File: config.mk
export PLATFORM = sky130hd
export DESIGN_NAME = tbt_top
export DESIGN_NICKNAME = d
export VERILOG_FILES = /design/src/shared/tbt_pkg.sv /design/src/hw/tbt_divider.sv /design/src/hw/tbt_top.sv
export VERILOG_INCLUDE_DIRS = /design/src /design/src/shared
export SDC_FILE = /design/constraint.sdc
export NUM_CORES = 1
export LEC_CHECK = 0
export BUFFER_PORTS_ARGS = -buffer_cell sky130_fd_sc_hd__buf_2
export CORE_ASPECT_RATIO = 0.75
export CORE_MARGIN = 2
export CORE_UTILIZATION = 51
export CTS_CLUSTER_SIZE = 40
export DETAILED_ROUTE_END_ITERATION = 12
export GPL_TIMING_DRIVEN = 0
export PLACE_DENSITY = 0.79
export SKIP_CTS_REPAIR_TIMING = 1
export SLEW_MARGIN = 20
export SYNTH_ARGS = -nofsm -noshare
export SYNTH_HDL_FRONTEND = slang
export SYNTH_SLANG_ARGS = --single-unit
File: constraint.sdc
create_clock -name clock -period 2.6 [get_ports clock]
set_input_delay 0.13 -clock clock [delete_from_list [all_inputs] [get_ports clock]]
set_output_delay 0.13 -clock clock [all_outputs]
set_load 0.1 [all_outputs]
File: src/shared/tbt_regs.svh
// Register indices, field positions, reset values and divider tap positions
// for the periodic time base timer. Definitions only; included by bare name.
`ifndef TBT_REGS_SVH
`define TBT_REGS_SVH

// Register indices; the APB byte address is four times the index
`define TBT_CTRL_IDX      8'h36
`define TBT_STATUS_IDX    8'h37
`define TBT_MASK_IDX      8'h38
`define TBT_VIEW_IDX      8'h39

// Reset values
`define TBT_CTRL_RESET    8'h00
`define TBT_FLAG_RESET    2'b00

// Field positions inside the control byte
`define TBT_BUZ_EN_BIT    7
`define TBT_BUZ_RATE_LSB  5
`define TBT_DIV_SRC_BIT   4
`define TBT_EN_BIT        3
`define TBT_RATE_LSB      0

// Sticky event positions in status and mask
`define TBT_ST_TICK_BIT   0
`define TBT_ST_BAD_BIT    1

// Divider bit k toggles at input / 2^(k+1); low 8 stages run on the fast tick
`define TBT_LOW_STAGES    8
`define TBT_DIV_STAGES    23
`define TBT_TAP_000       5'd22
`define TBT_TAP_001       5'd20
`define TBT_TAP_010       5'd15
`define TBT_TAP_011       5'd13
`define TBT_TAP_100       5'd12
`define TBT_TAP_101       5'd11
`define TBT_TAP_110       5'd10
`define TBT_TAP_111       5'd8

`endif
File: src/shared/tbt_pkg.sv
// Types and helper functions shared by the time base timer modules.
// Assumes tbt_regs.svh is on the include path.
`default_nettype none
package tbt_pkg;
  `include "tbt_regs.svh"

  // Chip clock mode reported by the system controller
  typedef enum logic [1:0] {
    TBT_MODE_NORMAL = 2'b00,
    TBT_MODE_IDLE   = 2'b01,
    TBT_MODE_SLOW   = 2'b10,
    TBT_MODE_SLEEP  = 2'b11
  } tbt_clk_mode_type;

  // Control byte, bit 7 down to bit 0
  typedef struct packed {
    logic       buzzer_out_enable;
    logic [1:0] buzzer_rate_select;
    logic       divider_source_select;
    logic       periodic_irq_enable;
    logic [2:0] periodic_rate_select;
  } tbt_ctrl_type;

  typedef struct packed {
    logic        psel;
    logic        penable;
    logic        pwrite;
    logic [7:0]  paddr;
    logic [31:0] pwdata;
  } tbt_apb_req_type;

  typedef struct packed {
    logic [31:0] prdata;
    logic        pready;
    logic        pslverr;
  } tbt_apb_rsp_type;

  typedef enum logic {
    TBT_APB_WAIT = 1'b0,
    TBT_APB_DONE = 1'b1
  } tbt_apb_state_type;

  typedef struct packed {
    logic [`TBT_DIV_STAGES-1:0] count;
    logic [2:0]                 rate_seen;
    logic                       src_seen;
    logic                       tap_prev;
    logic                       armed;
    logic                       pulse;
  } tbt_div_state_type;

  typedef struct packed {
    tbt_ctrl_type      ctrl;
    tbt_apb_state_type apb_state;
    tbt_apb_rsp_type   rsp;
    logic [1:0]        status;
    logic [1:0]        mask;
    logic              periodic_irq;
    logic              irq;
  } tbt_top_state_type;

  // Rate code to divider bit
  function automatic logic [4:0] tbt_tap_index(input logic [2:0] rate);
    logic [4:0] idx;
    unique case (rate)
      3'b000: idx = `TBT_TAP_000;
      3'b001: idx = `TBT_TAP_001;
      3'b010: idx = `TBT_TAP_010;
      3'b011: idx = `TBT_TAP_011;
      3'b100: idx = `TBT_TAP_100;
      3'b101: idx = `TBT_TAP_101;
      3'b110: idx = `TBT_TAP_110;
      3'b111: idx = `TBT_TAP_111;
    endcase
    return idx;
  endfunction : tbt_tap_index

  // Register index to APB byte address
  function automatic logic [7:0] tbt_byte_addr(input logic [7:0] idx);
    return {idx[5:0], 2'b00};
  endfunction : tbt_byte_addr

  function automatic logic tbt_is_slow(input tbt_clk_mode_type mode);
    return (mode == TBT_MODE_SLOW) || (mode == TBT_MODE_SLEEP);
  endfunction : tbt_is_slow
endpackage : tbt_pkg
`default_nettype wire

File: src/hw/tbt_divider.sv
// Free-running divider chain with a selectable tap and falling-edge detector.
// Assumes fast_tick and slow_tick are one-cycle enables on the same clock.
`timescale 1ns/1ps
`default_nettype none
module tbt_divider (
  input  wire logic       clock,
  input  wire logic       rst,
  input  wire logic       fast_tick,
  input  wire logic       slow_tick,
  input  wire logic       slow_drive,
  input  wire logic       run,
  input  wire logic [2:0] rate,
  output logic            pulse,
  output logic            tap_level
);
  import tbt_pkg::*;

  tbt_div_state_type s_reg;
  tbt_div_state_type s_next;
  logic              carry;
  logic              tap;

  ////////////////////////////////////////////////////////////////////////////
  // Divider chain; never cleared by software, only by chip reset
  always_comb begin
    s_next = s_reg;
    carry  = fast_tick && (&s_reg.count[`TBT_LOW_STAGES-1:0]);
    if (fast_tick) begin
      s_next.count[`TBT_LOW_STAGES-1:0] = s_reg.count[`TBT_LOW_STAGES-1:0] + 8'h01;
    end
    // Upper stages follow the slow tick when it drives them, else the carry
    if (slow_drive ? slow_tick : carry) begin
      s_next.count[`TBT_DIV_STAGES-1:`TBT_LOW_STAGES] =
        s_reg.count[`TBT_DIV_STAGES-1:`TBT_LOW_STAGES] + 15'h0001;
    end
    tap = s_reg.count[tbt_tap_index(rate)];
    s_next.tap_prev  = tap;
    s_next.rate_seen = rate;
    s_next.src_seen  = slow_drive;
    // A tap switch looks like an edge; the second cycle after any change is skipped, the first is not
    s_next.armed = run && (rate == s_reg.rate_seen) && (slow_drive == s_reg.src_seen);
    s_next.pulse = run && s_reg.armed && s_reg.tap_prev && !tap;
  end

  // State register
  always_ff @(posedge clock or posedge rst) begin
    if (rst) begin
      s_reg <= '0;
    end else begin
      s_reg <= s_next;
    end
  end

  assign pulse     = s_reg.pulse;
  assign tap_level = s_reg.tap_prev;
endmodule : tbt_divider
`default_nettype wire

File: src/hw/tbt_top.sv
// Periodic time base timer: APB register slave, clock-mode tap steering,
// sticky event status with mask, and the periodic request toward the
// interrupt controller.
// Assumes fast_tick/slow_tick are one-cycle enables from the chip clock
// generator and clock_mode comes from the system controller, all on clock.
//
// Our own choice: the APB register port.
`timescale 1ns/1ps
`default_nettype none
module tbt_top (
  input  wire logic                      clock,
  input  wire logic                      rst,
  input  wire tbt_pkg::tbt_apb_req_type  apb_req,
  output var  tbt_pkg::tbt_apb_rsp_type  apb_rsp,
  input  wire logic                      fast_tick,
  input  wire logic                      slow_tick,
  input  wire tbt_pkg::tbt_clk_mode_type clock_mode,
  output logic                           periodic_irq,
  output logic                           irq
);
  import tbt_pkg::*;

  tbt_top_state_type s_reg;
  tbt_top_state_type s_next;

  logic        slow_now;
  logic        rate_ok;
  logic        run;
  logic        slow_drive;
  logic        div_pulse;
  logic        tap_level;
  logic        access;
  logic        hit;
  logic [31:0] rd_data;
  logic [1:0]  events;
  logic [1:0]  clear_bits;
  logic [7:0]  wr_byte;

  ////////////////////////////////////////////////////////////////////////////
  // Rate steering

  // In slow and sleep the fast clock is stopped, so the slow tick drives
  // the upper stages regardless of the source bit.
  always_comb begin
    slow_now   = tbt_is_slow(clock_mode);
    slow_drive = s_reg.ctrl.divider_source_select || slow_now;
    // Codes above 001 have no rate in slow modes; hold off rather than guess
    rate_ok    = !slow_now || (s_reg.ctrl.periodic_rate_select[2:1] == 2'b00);
    run        = s_reg.ctrl.periodic_irq_enable && rate_ok;
  end

  // Divider chain and tap selection; the tap table maps both sources
  tbt_divider u_divider (
    .clock      (clock),
    .rst        (rst),
    .fast_tick  (fast_tick),
    .slow_tick  (slow_tick),
    .slow_drive (slow_drive),
    .run        (run),
    .rate       (s_reg.ctrl.periodic_rate_select),
    .pulse      (div_pulse),
    .tap_level  (tap_level)
  );

  ////////////////////////////////////////////////////////////////////////////
  // Register read mux

  // Unmapped addresses read zero and answer with an error
  always_comb begin
    rd_data = 32'h0000_0000;
    hit     = 1'b1;
    if (apb_req.paddr == tbt_byte_addr(`TBT_CTRL_IDX)) begin
      rd_data = {24'h00_0000, s_reg.ctrl};
    end else if (apb_req.paddr == tbt_byte_addr(`TBT_STATUS_IDX)) begin
      rd_data = {30'h0000_0000, s_reg.status};
    end else if (apb_req.paddr == tbt_byte_addr(`TBT_MASK_IDX)) begin
      rd_data = {30'h0000_0000, s_reg.mask};
    end else if (apb_req.paddr == tbt_byte_addr(`TBT_VIEW_IDX)) begin
      // Live view: running, tap level, slow clocking
      rd_data = {29'h0000_0000, run, tap_level, slow_now};
    end else begin
      hit = 1'b0;
    end
  end

  ////////////////////////////////////////////////////////////////////////////
  // Bus handshake, register writes, events, request outputs

  always_comb begin
    s_next     = s_reg;
    access     = apb_req.psel && apb_req.penable;
    wr_byte    = apb_req.pwdata[7:0];
    clear_bits = 2'b00;

    // One wait state: pready rises the cycle after the access phase starts
    unique case (s_reg.apb_state)
      TBT_APB_WAIT: begin
        s_next.rsp.pready  = 1'b0;
        s_next.rsp.pslverr = 1'b0;
        if (access) begin
          s_next.rsp.pready  = 1'b1;
          s_next.rsp.pslverr = !hit;
          s_next.rsp.prdata  = apb_req.pwrite ? 32'h0000_0000 : rd_data;
          s_next.apb_state   = TBT_APB_DONE;
        end
      end
      TBT_APB_DONE: begin
        // The master samples pready here; writes land at this same edge
        s_next.rsp.pready  = 1'b0;
        s_next.rsp.pslverr = 1'b0;
        s_next.apb_state   = TBT_APB_WAIT;
        if (access && apb_req.pwrite && hit) begin
          if (apb_req.paddr == tbt_byte_addr(`TBT_CTRL_IDX)) begin
            // Whole byte at once, so rate and enable start together
            s_next.ctrl = tbt_ctrl_type'(wr_byte);
          end else if (apb_req.paddr == tbt_byte_addr(`TBT_STATUS_IDX)) begin
            clear_bits = wr_byte[1:0];
          end else if (apb_req.paddr == tbt_byte_addr(`TBT_MASK_IDX)) begin
            s_next.mask = wr_byte[1:0];
          end
        end
      end
    endcase

    // Rate changes while enabled are software's burden; hardware disarms
    // the edge detector one cycle late, so a tap switch while enabled can fake an edge.

    // Events: a periodic request, and an enable left on an invalid slow code
    events = 2'b00;
    events[`TBT_ST_TICK_BIT] = div_pulse && s_next.ctrl.periodic_irq_enable;
    events[`TBT_ST_BAD_BIT]  = s_reg.ctrl.periodic_irq_enable && !rate_ok;

    // Write-one-to-clear, with a same-cycle event winning over the clear
    s_next.status = (s_reg.status & ~clear_bits) | events;

    // Pulse is gated by the enable that stands after this edge, so a
    // disable write cannot let a late request through.
    s_next.periodic_irq = div_pulse && s_next.ctrl.periodic_irq_enable;
    s_next.irq          = |(s_next.status & s_next.mask);
  end

  // State register
  always_ff @(posedge clock or posedge rst) begin
    if (rst) begin
      s_reg           <= '0;
      s_reg.ctrl      <= tbt_ctrl_type'(`TBT_CTRL_RESET);
      s_reg.status    <= `TBT_FLAG_RESET;
      s_reg.mask      <= `TBT_FLAG_RESET;
      s_reg.apb_state <= TBT_APB_WAIT;
    end else begin
      s_reg <= s_next;
    end
  end

  // Outputs straight from the state register
  assign apb_rsp      = s_reg.rsp;
  assign periodic_irq = s_reg.periodic_irq;
  assign irq          = s_reg.irq;
endmodule : tbt_top
`default_nettype wire

==> results.md, run 1 <==
* final number of max-transition violations: 0
* count of filler cells inserted in the layout: 456
* max reg flops: 28
* Pwr Total: 2.25 mW
* leading cell types in the layout, fill and taps excluded: 54 x sky130_fd_sc_hd__dfrtp_1, 37 x sky130_fd_sc_hd__buf_2, 34 x sky130_fd_sc_hd__buf_4
* cell count after synthesis: 246
* layout overhead on the synthesized area: 19.2%
* Worst-Skew Late Latency: 0.31 ns
* DRT iter0 DRCs: 56
* Total Routing Usage GR: 16.6%
* post-synthesis register bit count: 54
* number of antenna violations at the first check in global routing: 0
* Net Sw Power: 704 uW
* aggregate negative setup slack: 0 ns
* TritonCTS clock tree: built
* maximum root-to-sink buffer count: 2
* PwrDens: 692 mW/mm^2
* actual transition at the worst max-transition pin: 0.656 ns
* critical path start-end classification: reg2reg
* normalized max-slew margin: 56.0%
* number of inserted diodes: 0
* wire length per cell after detailed routing: 11.9 um
* post-synthesis cell area: 0.00273 sq mm
* via count of the first global-routing pass: 1675
* top fanout value on the critical path: 8
* number of flops mapped to enable cells by yosys: 0
* type of element launching the critical path: flip-flop
* num ports: 85
* maximum vdd drop: 0.701 mV
* GR peak layer: met2
* global-route wire length before repair: 7.60 mm
* via-per-instance ratio: 4.79
* portion of total power attributed to the clock network: 30.2%
* setup repair after global routing missed its margin: no
* post-route minimum period: 2.23 ns
* sequential share of power: 47.9%
* endpoint required time on the critical path: 2.85 ns
* cell at the root of the clock tree: sky130_fd_sc_hd__clkbuf_8
* average instance area after synthesis: 11.1 sq um
* final number of setup-violating endpoints: 0
* highest clock rate: 0.449 GHz
* floorplan core area: 0.00524 sq mm
* most common library cell in the layout ignoring fill and taps: sky130_fd_sc_hd__dfrtp_1
* floorplan die width: 88.4 um
* routed via count: 1859
* number of maximum-capacitance violations: 0
* nature of the critical path endpoint: flip-flop
* maximum level of the CTS H-tree: 2
* starting density of the core: 52.1%
* share of power burned in combinational logic: 21.9%
* share of async-settable or async-resettable flops after synthesis: 100%
* worst hold path class: in2reg
* met1 Usage GRT: 22.3%
* Reg clk slew, reported paths: 0.09 ns
* fraction of final layout cells with drive strength greater than 1: 30.4%
* Setup Skew: 0.00585 ns
* Netlist cell types: 45
* met2 layer usage reported by global route: 26.8%
* result of the run: finished clean
* number of sinks on the clock net: 54
* Nets: 365
* Critical Path AT: 2.48 ns
* final wirelength: 4.63 mm
* number of buffers inserted during clock tree synthesis: 5
* IO buf count: 34
* DRC Markers: 0
* met3 Track Usage GR: 4.89%
* main flop type after synthesis: sky130_fd_sc_hd__dfrtp_1
* number of rows created at floorplan: 23
* final hold violation count: 0
* final period utilization: 85.7%
* sum of overflow across all layers after global routing: 0
* sequential cell area fraction in the yosys report: 49.5%
* area enclosed by the die boundary: 0.00596 sq mm
* HPWL after DPL: 3.57 mm
* number of warnings reported in the yosys synthesis log: 0
* fraction of power spent switching nets: 31.3%
* number of detailed-route iterations in the first pass: 4
* pin count of the biggest net entering global routing: 32
* final weighted congestion of routability-driven global placement: 0.810
* Post-DRT Antenna Nets: 0
* Power Internal: 1.54 mW
* Leak Pwr: 1.59 nW
* vertical extent of the die: 67.3 um
## kinds of logic (layout without fill, tap and decap cells)
| logic type | count (synthesis) | count (layout) | share of synthesized area [%] |
|---|---|---|---|
| AOI/OAI and AO/OA | 31 | 31 | 8.26 |
| muxes | 16 | 16 | 6.24 |
| other | 1 | 24 | 0.137 |
| adders and majority gates | 4 | 4 | 1.83 |
| and+or+nand+nor | 68 | 68 | 14.7 |
| DFF | 54 | 54 | 49.5 |
| xor gates and xnor gates | 25 | 25 | 8.03 |
| buffers and inverters | 47 | 91 | 11.3 |
## area by class of cell
class | count | area, sq um | share of cell area, %
multi-input cells | 168 | 1150 | 35.5
clock buffers | 6 | 82.6 | 2.54
clock inverters | 2 | 60.1 | 1.85
inverters | 9 | 33.8 | 1.04
flip-flops and latches | 54 | 1350 | 41.6
well taps | 75 | 93.8 | 2.89
plain buffers | 38 | 274 | 8.43
repair buffers | 36 | 200 | 6.16
## power groups by stage
stage	sequential, mW	clock, mW	combinational, mW
2_1_floorplan	1.07	0	0.413
3_5_place_dp	1.09	0	0.491
6_report	1.08	0.679	0.492
3_3_place_gp	1.09	0	0.473
5_1_grt	1.10	0.722	0.537
4_1_cts	1.08	0.689	0.495
## through the flow
stage          utilization [%]  instances  hold slack [ns]  setup slack (ns)  instance area [sq um]
3_5_place_dp              59.1        379            0.194             0.433                   3100
5_1_grt                   62.1        388           0.0272             0.193                   3250
3_3_place_gp              58.8        378            0.335             0.533                   3080
6_report                  62.1        388           0.0277             0.371                   3250
2_1_floorplan                -        269            0.217             0.767                   2810
4_1_cts                   61.9        387           -0.148             0.369                   3240
## synthesized netlist by cell type (2+ instances only)
| master | count | area share, % |
|---|---|---|
| sky130_fd_sc_hd__a22o_1 | 9 | 2.9 |
| sky130_fd_sc_hd__and2_1 | 2 | 0.46 |
| sky130_fd_sc_hd__and4_1 | 2 | 0.64 |
| sky130_fd_sc_hd__buf_2 | 3 | 0.55 |
| sky130_fd_sc_hd__buf_4 | 34 | 9.4 |
| sky130_fd_sc_hd__dfrtp_1 | 54 | 50 |
| sky130_fd_sc_hd__ha_1 | 4 | 1.8 |
| sky130_fd_sc_hd__inv_1 | 9 | 1.2 |
| sky130_fd_sc_hd__mux2_2 | 8 | 3.3 |
| sky130_fd_sc_hd__mux2i_1 | 8 | 2.9 |
| sky130_fd_sc_hd__nand2_1 | 18 | 2.5 |
| sky130_fd_sc_hd__nand2b_1 | 2 | 0.46 |
| sky130_fd_sc_hd__nand3_1 | 11 | 2.0 |
| sky130_fd_sc_hd__nand3b_1 | 2 | 0.55 |
| sky130_fd_sc_hd__nand4_1 | 6 | 1.4 |
| sky130_fd_sc_hd__nor2_1 | 8 | 1.1 |
| sky130_fd_sc_hd__nor3_1 | 5 | 0.92 |
| sky130_fd_sc_hd__nor4_1 | 2 | 0.46 |
| sky130_fd_sc_hd__o21ai_0 | 9 | 1.7 |
| sky130_fd_sc_hd__o22ai_1 | 2 | 0.46 |
| sky130_fd_sc_hd__xnor2_1 | 21 | 6.7 |
| sky130_fd_sc_hd__xor2_1 | 4 | 1.3 |
## per-layer routing
layer  part of all wire (%)  vias up
li1                       -      924
met1                     47      880
met2                     47       49
met3                    6.0        6
met4                   0.84        0
met5                      0        -
## final timing paths
check	startpoint	slack [ns]	cells past startpoint	to
setup / recovery	s_reg[41]$_DFFE_PP0P_	0.37	7	u_divider.tap_level$_DFF_PP0_
hold / removal	apb_req[2]	0.03	3	s_reg[43]$_DFFE_PP0P_
setup reg to reg	s_reg[41]$_DFFE_PP0P_	0.37	7	u_divider.tap_level$_DFF_PP0_
hold reg to reg	s_reg[43]$_DFFE_PP0P_	0.38	0	u_divider.s_reg[6]$_DFF_PP0_
max in group asynchronous	rst	1.68	4	s_reg[3]$_DFF_PP0_
min in group asynchronous	rst	0.39	3	u_divider.s_reg[10]$_DFFE_PP0P_
## critical path, cell delays in order (launching register included)
cell                       delay, ns
sky130_fd_sc_hd__dfrtp_1        0.54
sky130_fd_sc_hd__inv_1          0.10
sky130_fd_sc_hd__ha_1           0.39
sky130_fd_sc_hd__mux2i_1        0.14
sky130_fd_sc_hd__o311ai_0       0.39
sky130_fd_sc_hd__o21ai_0        0.16
sky130_fd_sc_hd__a21boi_0       0.29
sky130_fd_sc_hd__or2_2          0.16
Power figures use the tool's default switching activity.
==> run 2, diff against run 1 <==
--- a/config.mk
+++ b/config.mk
@@ -14,6 +14,7 @@
 export DETAILED_ROUTE_END_ITERATION = 12
 export GPL_TIMING_DRIVEN = 0
 export PLACE_DENSITY = 0.79
+export REMOVE_ABC_BUFFERS = 1
 export SKIP_CTS_REPAIR_TIMING = 1
 export SLEW_MARGIN = 20
 export SYNTH_ARGS = -nofsm -noshare
==> run 2 against run 1 <==
Effect of this change:
- non-clock buffer count is 37 lower
- flip-flop and latch count stayed put
- critical path type unchanged
- first-iteration DRC count is 89% higher
- combinational power is 6.5% lower
- routed wire length is 1.6% lower
==> results.md, run 2 (synthesis results as in run 1) <==
* via-per-instance ratio: 5.08
* Reg2Reg Setup Slack: 0.44 ns
* destination of the worst register-to-register timing path: u_divider.tap_level$_DFF_PP0_
* vertical extent of the die: 67.3 um
* number of maximum-capacitance violations: 0
* sequential share of power: 54.1%
* floorplan die width: 88.4 um
* fraction of final layout cells with drive strength greater than 1: 21.1%
* endpoint required time on the critical path: 2.84 ns
* startpoint of the worst setup timing path: s_reg[41]$_DFFE_PP0P_
* HPWL after DPL: 3.47 mm
* count of filler cells inserted in the layout: 482
* num ports: 85
* Critical Path AT: 2.40 ns
* TritonCTS clock tree: built
* top fanout value on the critical path: 8
* final number of setup-violating endpoints: 0
* normalized max-slew margin: 49.1%
* Leak Pwr: 1.36 nW
* maximum level of the CTS H-tree: 2
* Net Sw Power: 699 uW
* floorplan core area: 0.00524 sq mm
* type of element launching the critical path: flip-flop
* Nets: 328
* maximum vdd drop: 0.358 mV
* pin count of the biggest net entering global routing: 37
* final weighted congestion of routability-driven global placement: 0.823
* actual transition at the worst max-transition pin: 0.758 ns
* result of the run: finished clean
* number of buffers inserted during clock tree synthesis: 5
* number of cells on the worst hold path: 3
* post-layout instance area: 0.00292 sq mm
* share of power burned in combinational logic: 23.1%
* number of standard cells in the layout, taps in and fillers out: 350
* area enclosed by the die boundary: 0.00596 sq mm
* fraction of power spent switching nets: 35.1%
* highest clock rate: 0.463 GHz
* number of antenna violations at the first check in global routing: 0
* final hold violation count: 0
* dpl cell area: 0.00283 sq mm
* most common library cell in the layout ignoring fill and taps: sky130_fd_sc_hd__dfrtp_1
* number of rows created at floorplan: 23
* number of inserted diodes: 0
* starting density of the core: 52.1%
* worst hold path class: in2reg
* final period utilization: 83.1%
* global-route wire length before repair: 7.36 mm
* via count of the first global-routing pass: 1597
* critical path start-end classification: reg2reg
* Worst-Skew Late Latency: 0.30 ns
* multi-input logic area: 0.00115 sq mm
* final number of max-transition violations: 0
* Total Routing Usage GR: 15.8%
* Power Internal: 1.29 mW
* DRT iter0 DRCs: 106
* sum of overflow across all layers after global routing: 0
* aggregate negative setup slack: 0 ns
* setup repair after global routing missed its margin: no
* leading cell types in the layout, fill and taps excluded: 54 x sky130_fd_sc_hd__dfrtp_1, 35 x sky130_fd_sc_hd__buf_2, 24 x sky130_fd_sc_hd__conb_1
* DRC Markers: 0
* maximum root-to-sink buffer count: 2
* max reg flops: 28
* number of sinks on the clock net: 54
* portion of total power attributed to the clock network: 22.8%
* Setup Skew: 0.00843 ns
* IO buf count: 35
* cell at the root of the clock tree: sky130_fd_sc_hd__clkbuf_8
* launch instance of the worst register-to-register path: s_reg[41]$_DFFE_PP0P_
* Reg clk slew, reported paths: 0.09 ns
* wire length per cell after detailed routing: 13.0 um
* DP Cell Count: 342
* count of cells along the worst register-to-register path: 7
* number of detailed-route iterations in the first pass: 4
* nature of the critical path endpoint: flip-flop
* Critical Path End: u_divider.tap_level$_DFF_PP0_
* footprint of the flip-flops and latches: 0.00135 sq mm
* Post-DRT Antenna Nets: 0
* layout overhead on the synthesized area: 7.16%
* routed via count: 1777
* post-route minimum period: 2.16 ns
* PwrDens: 681 mW/mm^2
* final wirelength: 4.55 mm
run 2: cell count changes in the layout (fill, tap and decap cells not counted), sizes merged:
cell / delta
clkbuf: -2
bufinv: -2
buf: -36
clkinvlp: +2
run 2: final cells by class:
type,count,area share [%]
clock buffer,5,2.35
clock inverter,2,0.514
inverter,9,1.16
multi-input combinational,168,39.5
sequential,54,46.2
tap,75,3.21
timing repair buffer,37,7.02
run 2: power by group through the flow:
stage | clock network [mW] | logic (mW) | registers (mW)
2_1_floorplan | 0 | 0.363 | 1.09
3_3_place_gp | 0 | 0.445 | 1.09
3_5_place_dp | 0 | 0.462 | 1.09
4_1_cts | 0.473 | 0.464 | 1.08
5_1_grt | 0.494 | 0.506 | 1.09
6_report | 0.454 | 0.460 | 1.08
run 2: critical path: stages (launching register included):
cell and delay [ns]:
sky130_fd_sc_hd__dfrtp_1 0.53, sky130_fd_sc_hd__inv_1 0.12, sky130_fd_sc_hd__ha_1 0.40, sky130_fd_sc_hd__mux2i_1 0.15, sky130_fd_sc_hd__o311ai_0 0.36, sky130_fd_sc_hd__o21ai_0 0.15, sky130_fd_sc_hd__a21boi_0 0.25, sky130_fd_sc_hd__or2_2 0.15
run 2: metrics by stage:
| step | util, % | power [mW] | hold slack, ns | worst slack [ns] |
|---|---|---|---|---|
| after global placement | 53.6 | 1.53 | 0.358 | 0.491 |
| after CTS | 55.6 | 2.01 | -0.192 | 0.464 |
| after detailed placement | 54.0 | 1.56 | 0.149 | 0.491 |
| after global routing | 55.8 | 2.10 | 0.0447 | 0.271 |
| final | 55.8 | 1.99 | 0.0406 | 0.441 |
| after floorplan | - | 1.45 | 0.217 | 0.203 |
run 2: how the worst min path moves through the flow:
| stage | slack [ns] | from | end |
|---|---|---|---|
| 6_report | 0.04 | apb_req[2] | s_reg[43]$_DFFE_PP0P_ |
| 5_1_grt | 0.04 | apb_req[2] | s_reg[43]$_DFFE_PP0P_ |
| 4_1_cts | -0.19 | rst | u_divider.s_reg[9]$_DFFE_PP0P_ |
| 3_5_place_dp | 0.15 | rst | u_divider.s_reg[16]$_DFFE_PP0P_ |
| 3_3_place_gp | 0.36 | apb_req[2] | s_reg[43]$_DFFE_PP0P_ |
| 2_1_floorplan | 0.22 | fast_tick | u_divider.s_reg[7]$_DFFE_PP0P_ |
run 2: metal layers:
metal	share of wire [%]	global-route usage [%]	vias up	wire, um
li1	-	-	859	-
met2	45	24.0	58	2040
met3	5.7	2.81	4	261
met1	49	23.0	856	2210
met5	0	0	-	0
met4	0.83	5.30	0	38
